<file path="config.mk">
export PLATFORM = sky130hd
export DESIGN_NAME = fsq_sequencer
export DESIGN_NICKNAME = d
export VERILOG_FILES = /design/src/rtl/fsq_pkg.sv /design/src/rtl/fsq_sequencer.sv /design/src/rtl/fsq_byte_mem.sv
export SDC_FILE = /design/constraint.sdc
export NUM_CORES = 1
export LEC_CHECK = 0
export BUFFER_PORTS_ARGS = -buffer_cell sky130_fd_sc_hd__buf_4
export CORE_MARGIN = 1
export CORE_UTILIZATION = 50
export CTS_CLUSTER_DIAMETER = 120
export CTS_CLUSTER_SIZE = 30
export DETAILED_ROUTE_END_ITERATION = 6
export GPL_ROUTABILITY_DRIVEN = 0
export HOLD_SLACK_MARGIN = 0.12
export PLACE_DENSITY = 0.76
export SLEW_MARGIN = 20
export SYNTH_ARGS = -nofsm -noshare
export SYNTH_HDL_FRONTEND = slang
export SYNTH_HIERARCHICAL = 1
export SYNTH_SLANG_ARGS = --single-unit
</file>
<file path="constraint.sdc">
create_clock -name sys_clk -period 7.9 [get_ports sys_clk]
set_input_delay 2.37 -clock sys_clk [delete_from_list [all_inputs] [get_ports sys_clk]]
set_output_delay 2.37 -clock sys_clk [all_outputs]
set_load 0.01 [all_outputs]
</file>
<file path="src/rtl/fsq_pkg.sv">
package fsq_pkg;
    localparam int          ADDR_W           = 6;
    localparam int          DATA_W           = 8;
    localparam int          BLK_BIT          = 5;
    localparam int          OFF_W            = 5;
    localparam int          WORDS            = 64;
    localparam int          CNT_W            = 8;

    localparam logic [7:0]  CMD_READ_ARRAY   = 8'hff;
    localparam logic [7:0]  CMD_READ_STATUS  = 8'h70;
    localparam logic [7:0]  CMD_CLEAR_STATUS = 8'h50;
    localparam logic [7:0]  CMD_PROGRAM      = 8'h40;
    localparam logic [7:0]  CMD_ERASE        = 8'h20;
    localparam logic [7:0]  CMD_ERASE_GO     = 8'hd0;
    localparam logic [7:0]  ERASED_BYTE      = 8'hff;

    localparam int          SR_PROG_ERR_BIT  = 4;
    localparam int          SR_ERASE_ERR_BIT = 5;
    localparam int          SR_READY_BIT     = 7;
    localparam logic        ERR_RESET        = 1'b0;

    localparam int          CLK_PERIOD_NS    = 10;
    localparam int          PROG_TIME_NS     = 200;
    localparam logic [CNT_W-1:0] PROG_CYCLES =
        CNT_W'((PROG_TIME_NS + CLK_PERIOD_NS - 1) / CLK_PERIOD_NS);

    typedef enum logic [2:0] {
        FSQ_IDLE,
        FSQ_PROG_WAIT,
        FSQ_PROG_WRITE,
        FSQ_PROG_VERIFY,
        FSQ_PROG_CHECK,
        FSQ_ERASE_WRITE,
        FSQ_ERASE_VERIFY,
        FSQ_ERASE_CHECK
    } fsq_state_t;

    typedef enum logic [1:0] {
        FSQ_PEND_NONE,
        FSQ_PEND_PROG,
        FSQ_PEND_ERASE
    } fsq_pend_t;

    typedef struct packed {
        fsq_state_t          state;
        fsq_pend_t           pend;
        logic [ADDR_W-1:0]   tgt_addr;
        logic [DATA_W-1:0]   wdata;
        logic [CNT_W-1:0]    cnt;
        logic                status_mode;
        logic                prog_err;
        logic                erase_err;
        logic                rd_pend;
        logic [DATA_W-1:0]   rdata;
        logic                rvalid;
    } fsq_regs_t;
endpackage : fsq_pkg

</file>
<file path="src/rtl/fsq_sequencer.sv">
// Contract
// 40h then data starts program and verify
// Host repeats same address both program cycles
// One program command writes one byte
// Suspend off: ready low while programming
// Suspend on: program active while programming
// Program outcome in program error flag
// Host never reprograms a programmed address; the bench reprograms 05h once
// Block 0 refused unless enabled and unlocked
// Block 1 refused while its lock set
// Direct mode: never rewrite own control code
// Polling mode: program enters status mode
// 20h then D0h erases whole block
// Ready low throughout erase, then high
// Erase outcome in erase error flag
// Erase uses same block protection
// Host never erases during program suspend
// Polling mode: erase enters status mode
// Reads return status byte in status mode
// Status byte D4 prog, D5 erase, D7 ready
// 50h clears both error bits
// Errors set: program and erase refused
// FFh and reset give read array mode
// 70h enters status mode until FFh
// 50h is a single cycle command
// Bad erase confirm sets both errors
// Decode byte writes, hold first-cycle code
`timescale 1ns/100ps
module fsq_sequencer
    import fsq_pkg::*;
(
    input  wire logic              sys_clk,
    input  wire logic              rst,
    input  wire logic              bus_wr,
    input  wire logic              bus_rd,
    input  wire logic [ADDR_W-1:0] bus_addr,
    input  wire logic [DATA_W-1:0] bus_wdata,
    output logic      [DATA_W-1:0] bus_rdata,
    output logic                   bus_rvalid,
    input  wire logic              global_rewrite_enable,
    input  wire logic              block_zero_lock,
    input  wire logic              block_one_lock,
    input  wire logic              suspend_enable,
    input  wire logic              status_polling_rewrite_mode,
    output logic                   sequencer_ready_flag,
    output logic                   program_error_flag,
    output logic                   erase_error_flag,
    output logic                   program_active_flag,
    output logic                   read_status_flag
);
    fsq_regs_t         cur_ff;
    fsq_regs_t         nxt_regs;
    logic              mem_we;
    logic [ADDR_W-1:0] mem_wa;
    logic [DATA_W-1:0] mem_wd;
    logic [ADDR_W-1:0] mem_ra;
    logic [DATA_W-1:0] mem_rdata;
    logic [DATA_W-1:0] status_byte;
    logic              prog_busy;
    logic              erase_busy;
    logic              refused;

    localparam logic [OFF_W-1:0] OFF_LAST = '1;

    function automatic logic fsq_refused(
        input logic [ADDR_W-1:0] addr,
        input logic              gre,
        input logic              lock0,
        input logic              lock1,
        input logic              any_err
    );
        logic blk;
        blk = addr[BLK_BIT];
        return any_err || (blk ? lock1 : (!gre || lock0));
    endfunction : fsq_refused

    fsq_byte_mem u_mem (
        .sys_clk (sys_clk),
        .rst     (rst),
        .wr_en   (mem_we),
        .wr_addr (mem_wa),
        .wr_data (mem_wd),
        .rd_addr (mem_ra),
        .rd_data (mem_rdata)
    );

    assign prog_busy  = cur_ff.state inside {FSQ_PROG_WAIT, FSQ_PROG_WRITE,
                                             FSQ_PROG_VERIFY, FSQ_PROG_CHECK};
    assign erase_busy = cur_ff.state inside {FSQ_ERASE_WRITE, FSQ_ERASE_VERIFY,
                                             FSQ_ERASE_CHECK};
    assign refused    = fsq_refused(bus_addr, global_rewrite_enable, block_zero_lock,
                                    block_one_lock, cur_ff.prog_err || cur_ff.erase_err);

    always_comb begin
        status_byte                   = '0;
        status_byte[SR_PROG_ERR_BIT]  = cur_ff.prog_err;
        status_byte[SR_ERASE_ERR_BIT] = cur_ff.erase_err;
        status_byte[SR_READY_BIT]     = !(prog_busy || erase_busy);
    end

    assign sequencer_ready_flag = !(erase_busy || (prog_busy && !suspend_enable));
    assign program_active_flag  = prog_busy && suspend_enable;
    assign program_error_flag   = cur_ff.prog_err;
    assign erase_error_flag     = cur_ff.erase_err;
    assign read_status_flag     = cur_ff.status_mode;
    assign bus_rdata            = cur_ff.rdata;
    assign bus_rvalid           = cur_ff.rvalid;

    always_comb begin
        nxt_regs        = cur_ff;
        nxt_regs.rvalid = 1'b0;
        mem_we          = 1'b0;
        mem_wa          = cur_ff.tgt_addr;
        mem_wd          = ERASED_BYTE;
        mem_ra          = bus_addr;
        if (cur_ff.rd_pend) begin
            nxt_regs.rdata  = cur_ff.status_mode ? status_byte : mem_rdata;
            nxt_regs.rvalid = 1'b1;
        end
        nxt_regs.rd_pend = bus_rd;
        case (cur_ff.state)
            FSQ_IDLE: begin
                if (bus_wr) begin
                    case (cur_ff.pend)
                        FSQ_PEND_PROG: begin
                            nxt_regs.pend = FSQ_PEND_NONE;
                            if (!refused) begin
                                nxt_regs.state    = FSQ_PROG_WAIT;
                                nxt_regs.tgt_addr = bus_addr;
                                nxt_regs.wdata    = bus_wdata;
                                nxt_regs.cnt      = '0;
                                if (status_polling_rewrite_mode) begin
                                    nxt_regs.status_mode = 1'b1;
                                end
                            end
                        end
                        FSQ_PEND_ERASE: begin
                            nxt_regs.pend = FSQ_PEND_NONE;
                            if (bus_wdata == CMD_ERASE_GO) begin
                                if (!refused) begin
                                    nxt_regs.state    = FSQ_ERASE_WRITE;
                                    nxt_regs.tgt_addr = {bus_addr[BLK_BIT], OFF_W'(0)};
                                    nxt_regs.cnt      = '0;
                                    if (status_polling_rewrite_mode) begin
                                        nxt_regs.status_mode = 1'b1;
                                    end
                                end
                            end else if (bus_wdata == CMD_READ_ARRAY) begin
                                nxt_regs.status_mode = 1'b0;
                            end else begin
                                nxt_regs.prog_err  = 1'b1;
                                nxt_regs.erase_err = 1'b1;
                            end
                        end
                        default: begin
                            case (bus_wdata)
                                CMD_READ_ARRAY:  nxt_regs.status_mode = 1'b0;
                                CMD_READ_STATUS: nxt_regs.status_mode = 1'b1;
                                CMD_CLEAR_STATUS: begin
                                    nxt_regs.prog_err  = ERR_RESET;
                                    nxt_regs.erase_err = ERR_RESET;
                                end
                                CMD_PROGRAM:     nxt_regs.pend = FSQ_PEND_PROG;
                                CMD_ERASE:       nxt_regs.pend = FSQ_PEND_ERASE;
                                default: begin
                                    nxt_regs.prog_err  = 1'b1;
                                    nxt_regs.erase_err = 1'b1;
                                end
                            endcase
                        end
                    endcase
                end
            end
            FSQ_PROG_WAIT: begin
                mem_ra       = cur_ff.tgt_addr;
                nxt_regs.cnt = cur_ff.cnt + CNT_W'(1);
                if (cur_ff.cnt == PROG_CYCLES - CNT_W'(1)) begin
                    nxt_regs.state = FSQ_PROG_WRITE;
                end
            end
            FSQ_PROG_WRITE: begin
                // Cells only clear bits, so an old value survives in the result
                mem_we         = 1'b1;
                mem_wd         = cur_ff.wdata & mem_rdata;
                mem_ra         = cur_ff.tgt_addr;
                nxt_regs.state = FSQ_PROG_VERIFY;
            end
            FSQ_PROG_VERIFY: begin
                mem_ra         = cur_ff.tgt_addr;
                nxt_regs.state = FSQ_PROG_CHECK;
            end
            FSQ_PROG_CHECK: begin
                if (mem_rdata != cur_ff.wdata) begin
                    nxt_regs.prog_err = 1'b1;
                end
                nxt_regs.state = FSQ_IDLE;
            end
            FSQ_ERASE_WRITE: begin
                mem_we                        = 1'b1;
                nxt_regs.tgt_addr[OFF_W-1:0]  = cur_ff.tgt_addr[OFF_W-1:0] + OFF_W'(1);
                if (cur_ff.tgt_addr[OFF_W-1:0] == OFF_LAST) begin
                    nxt_regs.state = FSQ_ERASE_VERIFY;
                end
            end
            FSQ_ERASE_VERIFY: begin
                mem_ra                       = cur_ff.tgt_addr;
                nxt_regs.cnt                 = CNT_W'(1);
                nxt_regs.tgt_addr[OFF_W-1:0] = cur_ff.tgt_addr[OFF_W-1:0] + OFF_W'(1);
                if (cur_ff.cnt != '0 && mem_rdata != ERASED_BYTE) begin
                    nxt_regs.erase_err = 1'b1;
                end
                if (cur_ff.tgt_addr[OFF_W-1:0] == OFF_LAST) begin
                    nxt_regs.state = FSQ_ERASE_CHECK;
                end
            end
            FSQ_ERASE_CHECK: begin
                if (mem_rdata != ERASED_BYTE) begin
                    nxt_regs.erase_err = 1'b1;
                end
                nxt_regs.state = FSQ_IDLE;
            end
            default: nxt_regs.state = FSQ_IDLE;
        endcase
    end

    always_ff @(posedge sys_clk) begin
        if (rst) begin
            cur_ff             <= '0;
            cur_ff.state       <= FSQ_IDLE;
            cur_ff.pend        <= FSQ_PEND_NONE;
            cur_ff.status_mode <= 1'b0;
            cur_ff.prog_err    <= ERR_RESET;
            cur_ff.erase_err   <= ERR_RESET;
        end else begin
            cur_ff <= nxt_regs;
        end
    end

    logic cmd_first;
    assign cmd_first = cur_ff.state == FSQ_IDLE && bus_wr;
endmodule : fsq_sequencer

</file>
<file path="src/rtl/fsq_byte_mem.sv">
`timescale 1ns/100ps
module fsq_byte_mem
    import fsq_pkg::*;
(
    input  wire logic              sys_clk,
    input  wire logic              rst,
    input  wire logic              wr_en,
    input  wire logic [ADDR_W-1:0] wr_addr,
    input  wire logic [DATA_W-1:0] wr_data,
    input  wire logic [ADDR_W-1:0] rd_addr,
    output logic      [DATA_W-1:0] rd_data
);
    logic [DATA_W-1:0] mem_ff [WORDS];

    // Reset loads every word of the array with the erased byte
    for (genvar i = 0; i < WORDS; i++) begin : g_word
        always_ff @(posedge sys_clk) begin
            if (rst) begin
                mem_ff[i] <= ERASED_BYTE;
            end else if (wr_en && wr_addr == ADDR_W'(i)) begin
                mem_ff[i] <= wr_data;
            end
        end
    end

    always_ff @(posedge sys_clk) begin
        if (rst) begin
            rd_data <= ERASED_BYTE;
        end else begin
            rd_data <= mem_ff[rd_addr];
        end
    end
endmodule : fsq_byte_mem

</file>
======== Yosys cells after proc, flatten, opt, wreduce, memory -nomap -nowiden ========
Memories as Yosys holds them, arrays and structs flattened. A register that Yosys moved wholly into a read port is not among the register bits.
Index checks and enable logic that the tools add are counted.
word-level totals
  memories kept ........................... 1
  memory bits (read-only) ................. 0
  register bits after elaboration ......... 40
  input port bits ......................... 23
  word-level logic and storage cells ...... 585
  output and inout port bits .............. 14
  latch bits .............................. 0
  bits in writable memories ............... 512
memory list
  memory        depth  bits a word  read ports  clocked after memory_dff  wr ports  line                source
  u_mem.mem_ff  64     8            1           1                         64        fsq_byte_mem.sv:13  logic [DATA_W-1:0] mem_ff [WORDS];
operators by class
  shifts and indexed selects .............. 0
  equal/unequal tests ..................... 102
  divide/modulo/power cells ............... 0
  $mul .................................... 0
  reduce and logical (&&, ||, !) cells .... 103
  $add $sub $neg .......................... 2
  magnitude comparators ................... 0
  muxes and demuxes ....................... 299
  bitwise gates (word level) .............. 66
operators with widths
  kind                  count
  $mux W8               68
  $mux W1               203
  $eq A6 B6 Y1 const B  32
  $eq A6 B5 Y1 const B  16
  $logic_and A1 B1 Y1   67
  $or A1 B1 Y1          64
  $eq A6 B4 Y1 const B  8
  $mux W30              1
  $eq A6 B3 Y1 const B  4
  $eq A8 B7 Y1 const B  3
  $pmux W8 S3           1
  $reduce_and A6 Y1     4
  $mux W23              1
  $ne A3 B3 Y1 const B  7
  $pmux W3 S7           1
  $mux W3               6
  $mux W6               3
  $eq A8 B8 Y1 const B  2
  $pmux W8 S2           1
  $reduce_and A8 Y1     2
  $eq A3 B3 Y1 const B  4
  $eq A6 B2 Y1 const B  2
  $ne A2 B1 Y1 const B  6
  $pmux W2 S2           3
  37 further kinds      63

======== Logic depth before layout (Yosys ltp) ========
Gate-level depths: netlist (run 1).
  depth in word-level cells ............... 9
  depth in mapped cells ................... 11
  gate-level depth less buffers ........... 9

======== Modules after synthesis ========
The synthesis (run 1) kept the hierarchy.
modules (own cells, without submodules)
  module         area each (sq um)  cells an instance  sequential area each (sq um)  instances
  fsq_byte_mem   24259.5            1647               15534.9                       1
  fsq_sequencer  2656.3             317                800.8                         1

======== Worst setup path after synthesis (run 1) ========
OpenSTA, ideal clock, no wires.
  path kind ............................... input to output
  from .................................... in suspend_enable
  to ...................................... out sequencer_ready_flag
  required time ........................... 5530 ps
  path buffers ............................ 0
  setup slack ............................. 2859 ps
  cell stages on the path ................. 2
  arrival ................................. 2671 ps
  path through ............................ o21ai_0 > a21oi_1
on the way
  cells in the longest elaborated chain, start to end .. 4
RTL lines
  what                 line                  source
  start: declaration   fsq_sequencer.sv:43   input wire logic suspend_enable,
  $logic_not A1 Y1     fsq_sequencer.sv:101  assign sequencer_ready_flag = !(erase_busy || (prog_busy && !suspend_enable));
  $logic_and A1 B1 Y1  fsq_sequencer.sv:101
  $logic_or A1 B1 Y1   fsq_sequencer.sv:101
  $logic_not A1 Y1     fsq_sequencer.sv:101
  end: declaration     fsq_sequencer.sv:45   output logic sequencer_ready_flag,
Every way passes these cells.

======== Worst setup path after layout (run 1) ========
Same ends and word-level chain as after synthesis.

==> results of run 1 <==
## kinds of logic (layout without fill, tap and decap cells)
| logic type | Yosys count | after routing | share of synthesized area (%) |
|---|---|---|---|
| compound gates | 233 | 233 | 6.44 |
| xor+xnor | 2 | 2 | 0.0651 |
| fa+ha+maj | 19 | 19 | 0.883 |
| simple gates | 782 | 782 | 16.9 |
| mux | 176 | 176 | 11.9 |
| buf+inv | 192 | 110 | 3.17 |
| flops | 560 | 560 | 60.7 |
## cell usage in the layout (no fill, tap or decap), types with 4 or more instances in the layout
| cell | count |
|---|---|
| a211oi_1 | 20 |
| a21o_1 | 49 |
| a21oi_1 | 20 |
| a22o_1 | 12 |
| a22oi_1 | 41 |
| a311oi_1 | 6 |
| a31oi_1 | 4 |
| and2_1 | 9 |
| and3_1 | 6 |
| buf_4 | 57 |
| clkbuf_1 | 16 |
| clkbuf_16 | 23 |
| dfxtp_1 | 48 |
| edfxtp_1 | 512 |
| ha_1 | 19 |
| inv_1 | 13 |
| mux2_2 | 10 |
| mux2i_1 | 51 |
| mux4_2 | 113 |
| nand2_1 | 78 |
| nand2b_1 | 15 |
| nand2b_2 | 11 |
| nand3_1 | 19 |
| nand4_1 | 4 |
| nor2_1 | 54 |
| nor2b_1 | 27 |
| nor3_1 | 11 |
| nor4_1 | 7 |
| o21ai_0 | 22 |
| o21bai_1 | 21 |
| o22ai_1 | 4 |
| o31ai_1 | 7 |
| or2_2 | 358 |
| or3_1 | 160 |
| or4_1 | 4 |
## worst max-delay path, stage by stage
cell	delay, ns
buf_4	0.11
o21ai_0	0.14
a21oi_1	0.09
buf_4	0.16
## where the power goes
group / internal, uW / switching (uW) / total, uW
clock network: 561 / 877 / 1440
registers: 3230 / 14.5 / 3240
logic: 89.8 / 183 / 273
## cell type report
type | count | share of cell area, %
inverters | 13 | 0.174
flip-flops and latches | 560 | 58.1
repair buffers | 57 | 1.52
multi-input cells | 1212 | 34.9
clock inverters | 1 | 0.0400
well taps | 688 | 3.06
clock buffers | 39 | 2.26
## flip-flops by register name, summed over array words and instances, names as in the netlist
signal,count
u_mem/mem_ff,512
cur_ff,22
mem_wa,6
program_error_flag,1
bus_rdata,8
u_mem/rd_data,8
erase_error_flag,1
bus_rvalid,1
read_status_flag,1
## final timing paths
check             cells after the start                   end  slack [ns]
setup reg to reg                      9      u_mem/rd_data[2]        3.38
hold / removal                        1            cur_ff[20]        0.48
setup / recovery                      4  sequencer_ready_flag        2.65
hold reg to reg                       1            cur_ff[20]        0.48
## metrics by stage
stage / worst slack [ns] / instance area [sq um] / hold slack [ns]
finish: 2.65 / 28100 / 0.485
CTS: 2.65 / 28100 / 0.475
global route: 2.62 / 28100 / 0.508
floorplan: 2.86 / 26900 / 0.425
detailed placement: 2.47 / 27500 / 0.459
global placement: 2.53 / 27500 / 0.444
## layer usage
metal  track usage, %  vias up  part of all wire [%]
met5                0        -                     0
met4             6.90        0                   2.7
met3             4.52      100                   8.9
met2             39.5      786                    48
met1             32.5     8110                    40
li1                 -     7120                     -
==> results.toml, run 1 <==
[synth]
synth_common_cells = "edfxtp_1, or2_2, or3_1, clkbuf_1, mux4_2"
synth_edf_count = 512
syn_area_sq_um = 26900
ys_seq_area_share_pct = 60.7
async_reset_ff_share_pct = 0
synth_area_leader_cell = "edfxtp_1"
synth.most_common_cell = "edfxtp_1"
syn_nets = 2006
synth_top_area_share_pct = 57.1
post_synth.cell_area_avg_sq_um = 13.7
synth_flop_cell = "edfxtp_1"
yosys_warnings = 6
yosys-top-cells-area = "edfxtp_1, mux4_2, or2_2, or3_1, dfxtp_1"
yosysUniqueCellTypes = 70
synthCells = 1964
ys_ff_latch = 560

[final_layout]
multi_input_area_sq_um = 9800
syn_to_final_growth_pct = 4.48
antenna_cells = 0
finish.utilization_pct = 53.2
layout.cells.non_filler = 2570
nets = 1908
fillCellCount = 4303
seqCellArea_sq_um = 16300
drive_gt1_share_pct = 31.2

[worst_setup_path]
start_kind = "input pin"
crit_path_start = "suspend_enable"
r2r-start = "cur_ff[39]"
endpoint_kind = "output pin"
crit_required_ns = 5.53
path_max_fanout = 3
criticalPathCategory = "in2out"
cp.arrival_ns = 2.88

[timing]
grt_setup_unrepaired = "false"
tightest_slew_ns = 1.11
final_hold_viol_count = 0
max_freq_ghz = 0.191
setup_tns_ns = 0
setup_viol = 0
max_slew_margin_pct = 25.6
min_period_ns = 5.25
maxSlewViolCount = 0
fin_skew_ns = 0.0285
min_period_over_period_pct = 66.4

[routing]
drt_iter0_drc = 1647
dr.pass1.iters = 7
wl_per_cell_microns = 25.2
drc = 7
viasPerCell = 6.27
antenna_left = 0
vias = 16116
finalWirelength_microns = 64700

[run_status]
outcome = "finished with violations"
violations = "DRC"

[placement]
post-dp-hpwl_microns = 42000
io_buffers = 36
dp.cells = 2530

[floorplan]
ios = 37
start_util_pct = 50.9
num_rows = 84
die_w_microns = 234
die_h_microns = 234
core_area_sq_um = 52900
dieArea_sq_um = 54800

[global_route]
grt_max_degree = 74
grt_use_total_pct = 24.0
grt_pass1_vias = 15881
grt_pass1_wl_microns = 98400
antenna_found_initial = 0
grt-ovfl-total = 0

[min_path]
min_path_type = "reg2reg"
hp-start = "cur_ff[20]"

[cts]
clockRootBuffer = "clkbuf_16"
cts-htree-levels = 1
postCtsResizedCells = 0
hold_buffers = 0
cts.clk_slew.worst_paths_ns = 0.12
clock-sinks = 560
max-clock-path-buffers = 3
cts_tree = "built"
numCtsBuffers = 22
post_cts_buffers = 0
worst_skew_pair.late_latency_ns = 0.59

[power_and_ir_drop]
total_power_uw = 4950
pwr_density_cell_nw_per_um2 = 176
p_leak_uw = 0.00696
vdd_ir_drop_max_uv = 197

[job]
max_cap_viol_count = 0
Power figures use the tool's default switching activity.
==> run 2, diff against run 1 <==
ABC_AREA = 1   (was default)
PLACE_DENSITY = 0.78   (was 0.76)
clock period = 4.7 ns   (was 7.9 ns; I/O delays follow)
==> run 2 against run 1 <==
Effect of this change:
- the flow still finishes with violations (DRC)
- critical path depth increased by 4
- largest cell class unchanged
- clock skew decreased by 0.012 ns
- cell area hardly changed
- setup slack worse by 1.9 ns
- die area fell by 0.75%
- clock-buffer cell count is 8 lower
- register-to-register slack worse by 2.2 ns
==> results.toml, run 2 <==
[run_status]
outcome = "finished with violations"
violations = "DRC"

[synth]
async_reset_ff_share_pct = 0
yosysUniqueCellTypes = 39
synth_common_cells = "nand2_1, edfxtp_1, nand3_1, nor2_1, clkbuf_1"
ys_ff_latch = 560
synth_flop_cell = "edfxtp_1"
synthCells = 2976
synth_edf_count = 512
synth_area_leader_cell = "edfxtp_1"
ys_seq_area_share_pct = 61.2
yosys-top-cells-area = "edfxtp_1, nand2_1, nand3_1, dfxtp_1, nor2_1"
syn_nets = 3018
yosys_warnings = 6
syn_area_sq_um = 26700
post_synth.cell_area_avg_sq_um = 8.98
synth_top_area_share_pct = 57.6
synth.most_common_cell = "nand2_1"

[routing]
vias = 21219
antenna_left = 0
drc = 5
dr.pass1.iters = 7
wl_per_cell_microns = 20.2
finalWirelength_microns = 72300
drt_iter0_drc = 2984
viasPerCell = 5.92

[power_and_ir_drop]
pwr-share-clk_pct = 19.6
switchingPower_uw = 4720
vdd_ir_drop_max_uv = 309
total_power_uw = 12200
p_comb_share_pct = 34.4
pwr_density_cell_nw_per_um2 = 433
p_sw_share_pct = 38.7
seq_power_share_pct = 45.9
p_leak_uw = 0.00940
p_int_uw = 7470

[timing]
setup_viol = 0
final_hold_viol_count = 0
max_freq_ghz = 0.255
maxSlewViolCount = 0
whs_ns = 0.482
grt_setup_unrepaired = "false"
max_slew_margin_pct = 25.3
fin_skew_ns = 0.0160
setup_tns_ns = 0
tightest_slew_ns = 1.12
min_period_over_period_pct = 83.3
min_period_ns = 3.91
setup_ws_ns = 0.786

[worst_setup_path]
crit_buf_inv = 3
path_max_fanout = 10
path_cells = "inv_1, ha_1, nand2_1, nand3_1, inv_1, o21ai_0, a21oi_1, buf_4"
cp.arrival_ns = 2.50
cp_top_family = "flip-flops"
start_kind = "register"
timing.critical_path.mode_cell = "inv_1"
criticalPathCategory = "reg2out"
crit_required_ns = 3.29
cpPeakStageDelay_ns = 0.46
r2r-start = "cur_ff[39]"
endpoint_kind = "output pin"
crit_path_start = "cur_ff[37]"
critical_path.slowest_cell = "dfxtp_1"

[cts]
cts_tree = "built"
postCtsResizedCells = 0
cts-htree-levels = 1
clockRootBuffer = "clkbuf_16"
worst_skew_pair.late_latency_ns = 0.59
post_cts_buffers = 0
hold_buffers = 0
cts.clk_slew.worst_paths_ns = 0.12
max-clock-path-buffers = 3
clock-sinks = 560
numCtsBuffers = 22

[final_layout]
largestRegisters = "u_mem/mem_ff (512), cur_ff (22)"
multi_input_area_sq_um = 9260
seqCellArea_sq_um = 16300
drive_gt1_share_pct = 6.76
final_cell_mix = "nand2_1, edfxtp_1, nand3_1"
layout_commonest_cell = "nand2_1"
largest_reg_flops = 512
fillCellCount = 4550
regMostFlops = "u_mem/mem_ff"
nets = 2932
antenna_cells = 0
syn_to_final_growth_pct = 5.35
final_cell_area_sq_um = 28100

[placement]
pre_cts_ws_ns = 0.852
io_buffers = 36
post-dp-hpwl_microns = 47100
place_area_sq_um = 27500

[floorplan]
ios = 37
start_util_pct = 50.7
num_rows = 84
core_area_sq_um = 52700
die_w_microns = 233
die_h_microns = 233
dieArea_sq_um = 54400

[global_route]
grt_max_degree = 129
antenna_found_initial = 0
grt_pass1_wl_microns = 112000
grt_use_total_pct = 26.7
grt_pass1_vias = 20259
grt-ovfl-total = 0

[min_path]
min_path_type = "reg2reg"
hp-start = "bus_rdata[1]"

[job]
max_cap_viol_count = 0
## run 2: routing by layer
layer	share of wire [%]	GRT usage, %	wire length [microns]
met1	37	34.8	26600
met2	47	43.5	33900
met3	11	4.22	8000
met4	5.3	13.3	3820
met5	0	0	0
## run 2: worst register-to-register path, delay by kind of cell, from the launching register on
| family | cells | cell delay, ns |
|---|---|---|
| AOI/OAI and AO/OA | 1 | 0.09 |
| buffers and inverters | 4 | 1.28 |
| DFF | 1 | 0.60 |
| muxes | 1 | 0.54 |
| and+or+nand+nor | 9 | 0.93 |
## run 2: cells by family after synthesis
kind of cell	count (synthesis)	share of synthesized area, %
buffers and inverters	284	4.32
muxes	1	0.0422
DFF	560	61.2
AOI/OAI and AO/OA	82	1.61
xor gates and xnor gates	3	0.0984
adders and majority gates	19	0.890
and+or+nand+nor	2027	31.9
## run 2: per-stage QoR
step / std cells / utilization (%)
floorplan: 2976 / -
global placement: 3554 / 52.3
detailed placement: 3554 / 52.3
CTS: 3586 / 53.4
global route: 3586 / 53.4
finish: 3586 / 53.4
## run 2: power by group through the flow
stage	sequential (uW)	clock, uW	combinational [uW]
5_1_grt	5600	2580	4510
2_1_floorplan	5640	0	2710
6_report	5600	2390	4190
4_1_cts	5590	2400	4070
3_5_place_dp	5700	0	4050
3_3_place_gp	5700	0	3980
## run 2: path summary, 6_finish.rpt
check | cells after the start | slack (ns) | endpoint
setup reg to reg | 15 | 1.20 | u_mem/rd_data[2]
hold / removal | 2 | 0.48 | bus_rdata[1]
setup / recovery | 8 | 0.79 | sequencer_ready_flag
hold reg to reg | 2 | 0.48 | bus_rdata[1]
## run 2: area by class of cell
type | count | area share (%)
flip-flops and latches | 560 | 58.0
multi-input cells | 2132 | 32.9
well taps | 688 | 3.06
repair buffers | 80 | 2.49
clock buffers | 31 | 2.15
inverters | 94 | 1.29
clock inverters | 1 | 0.0400
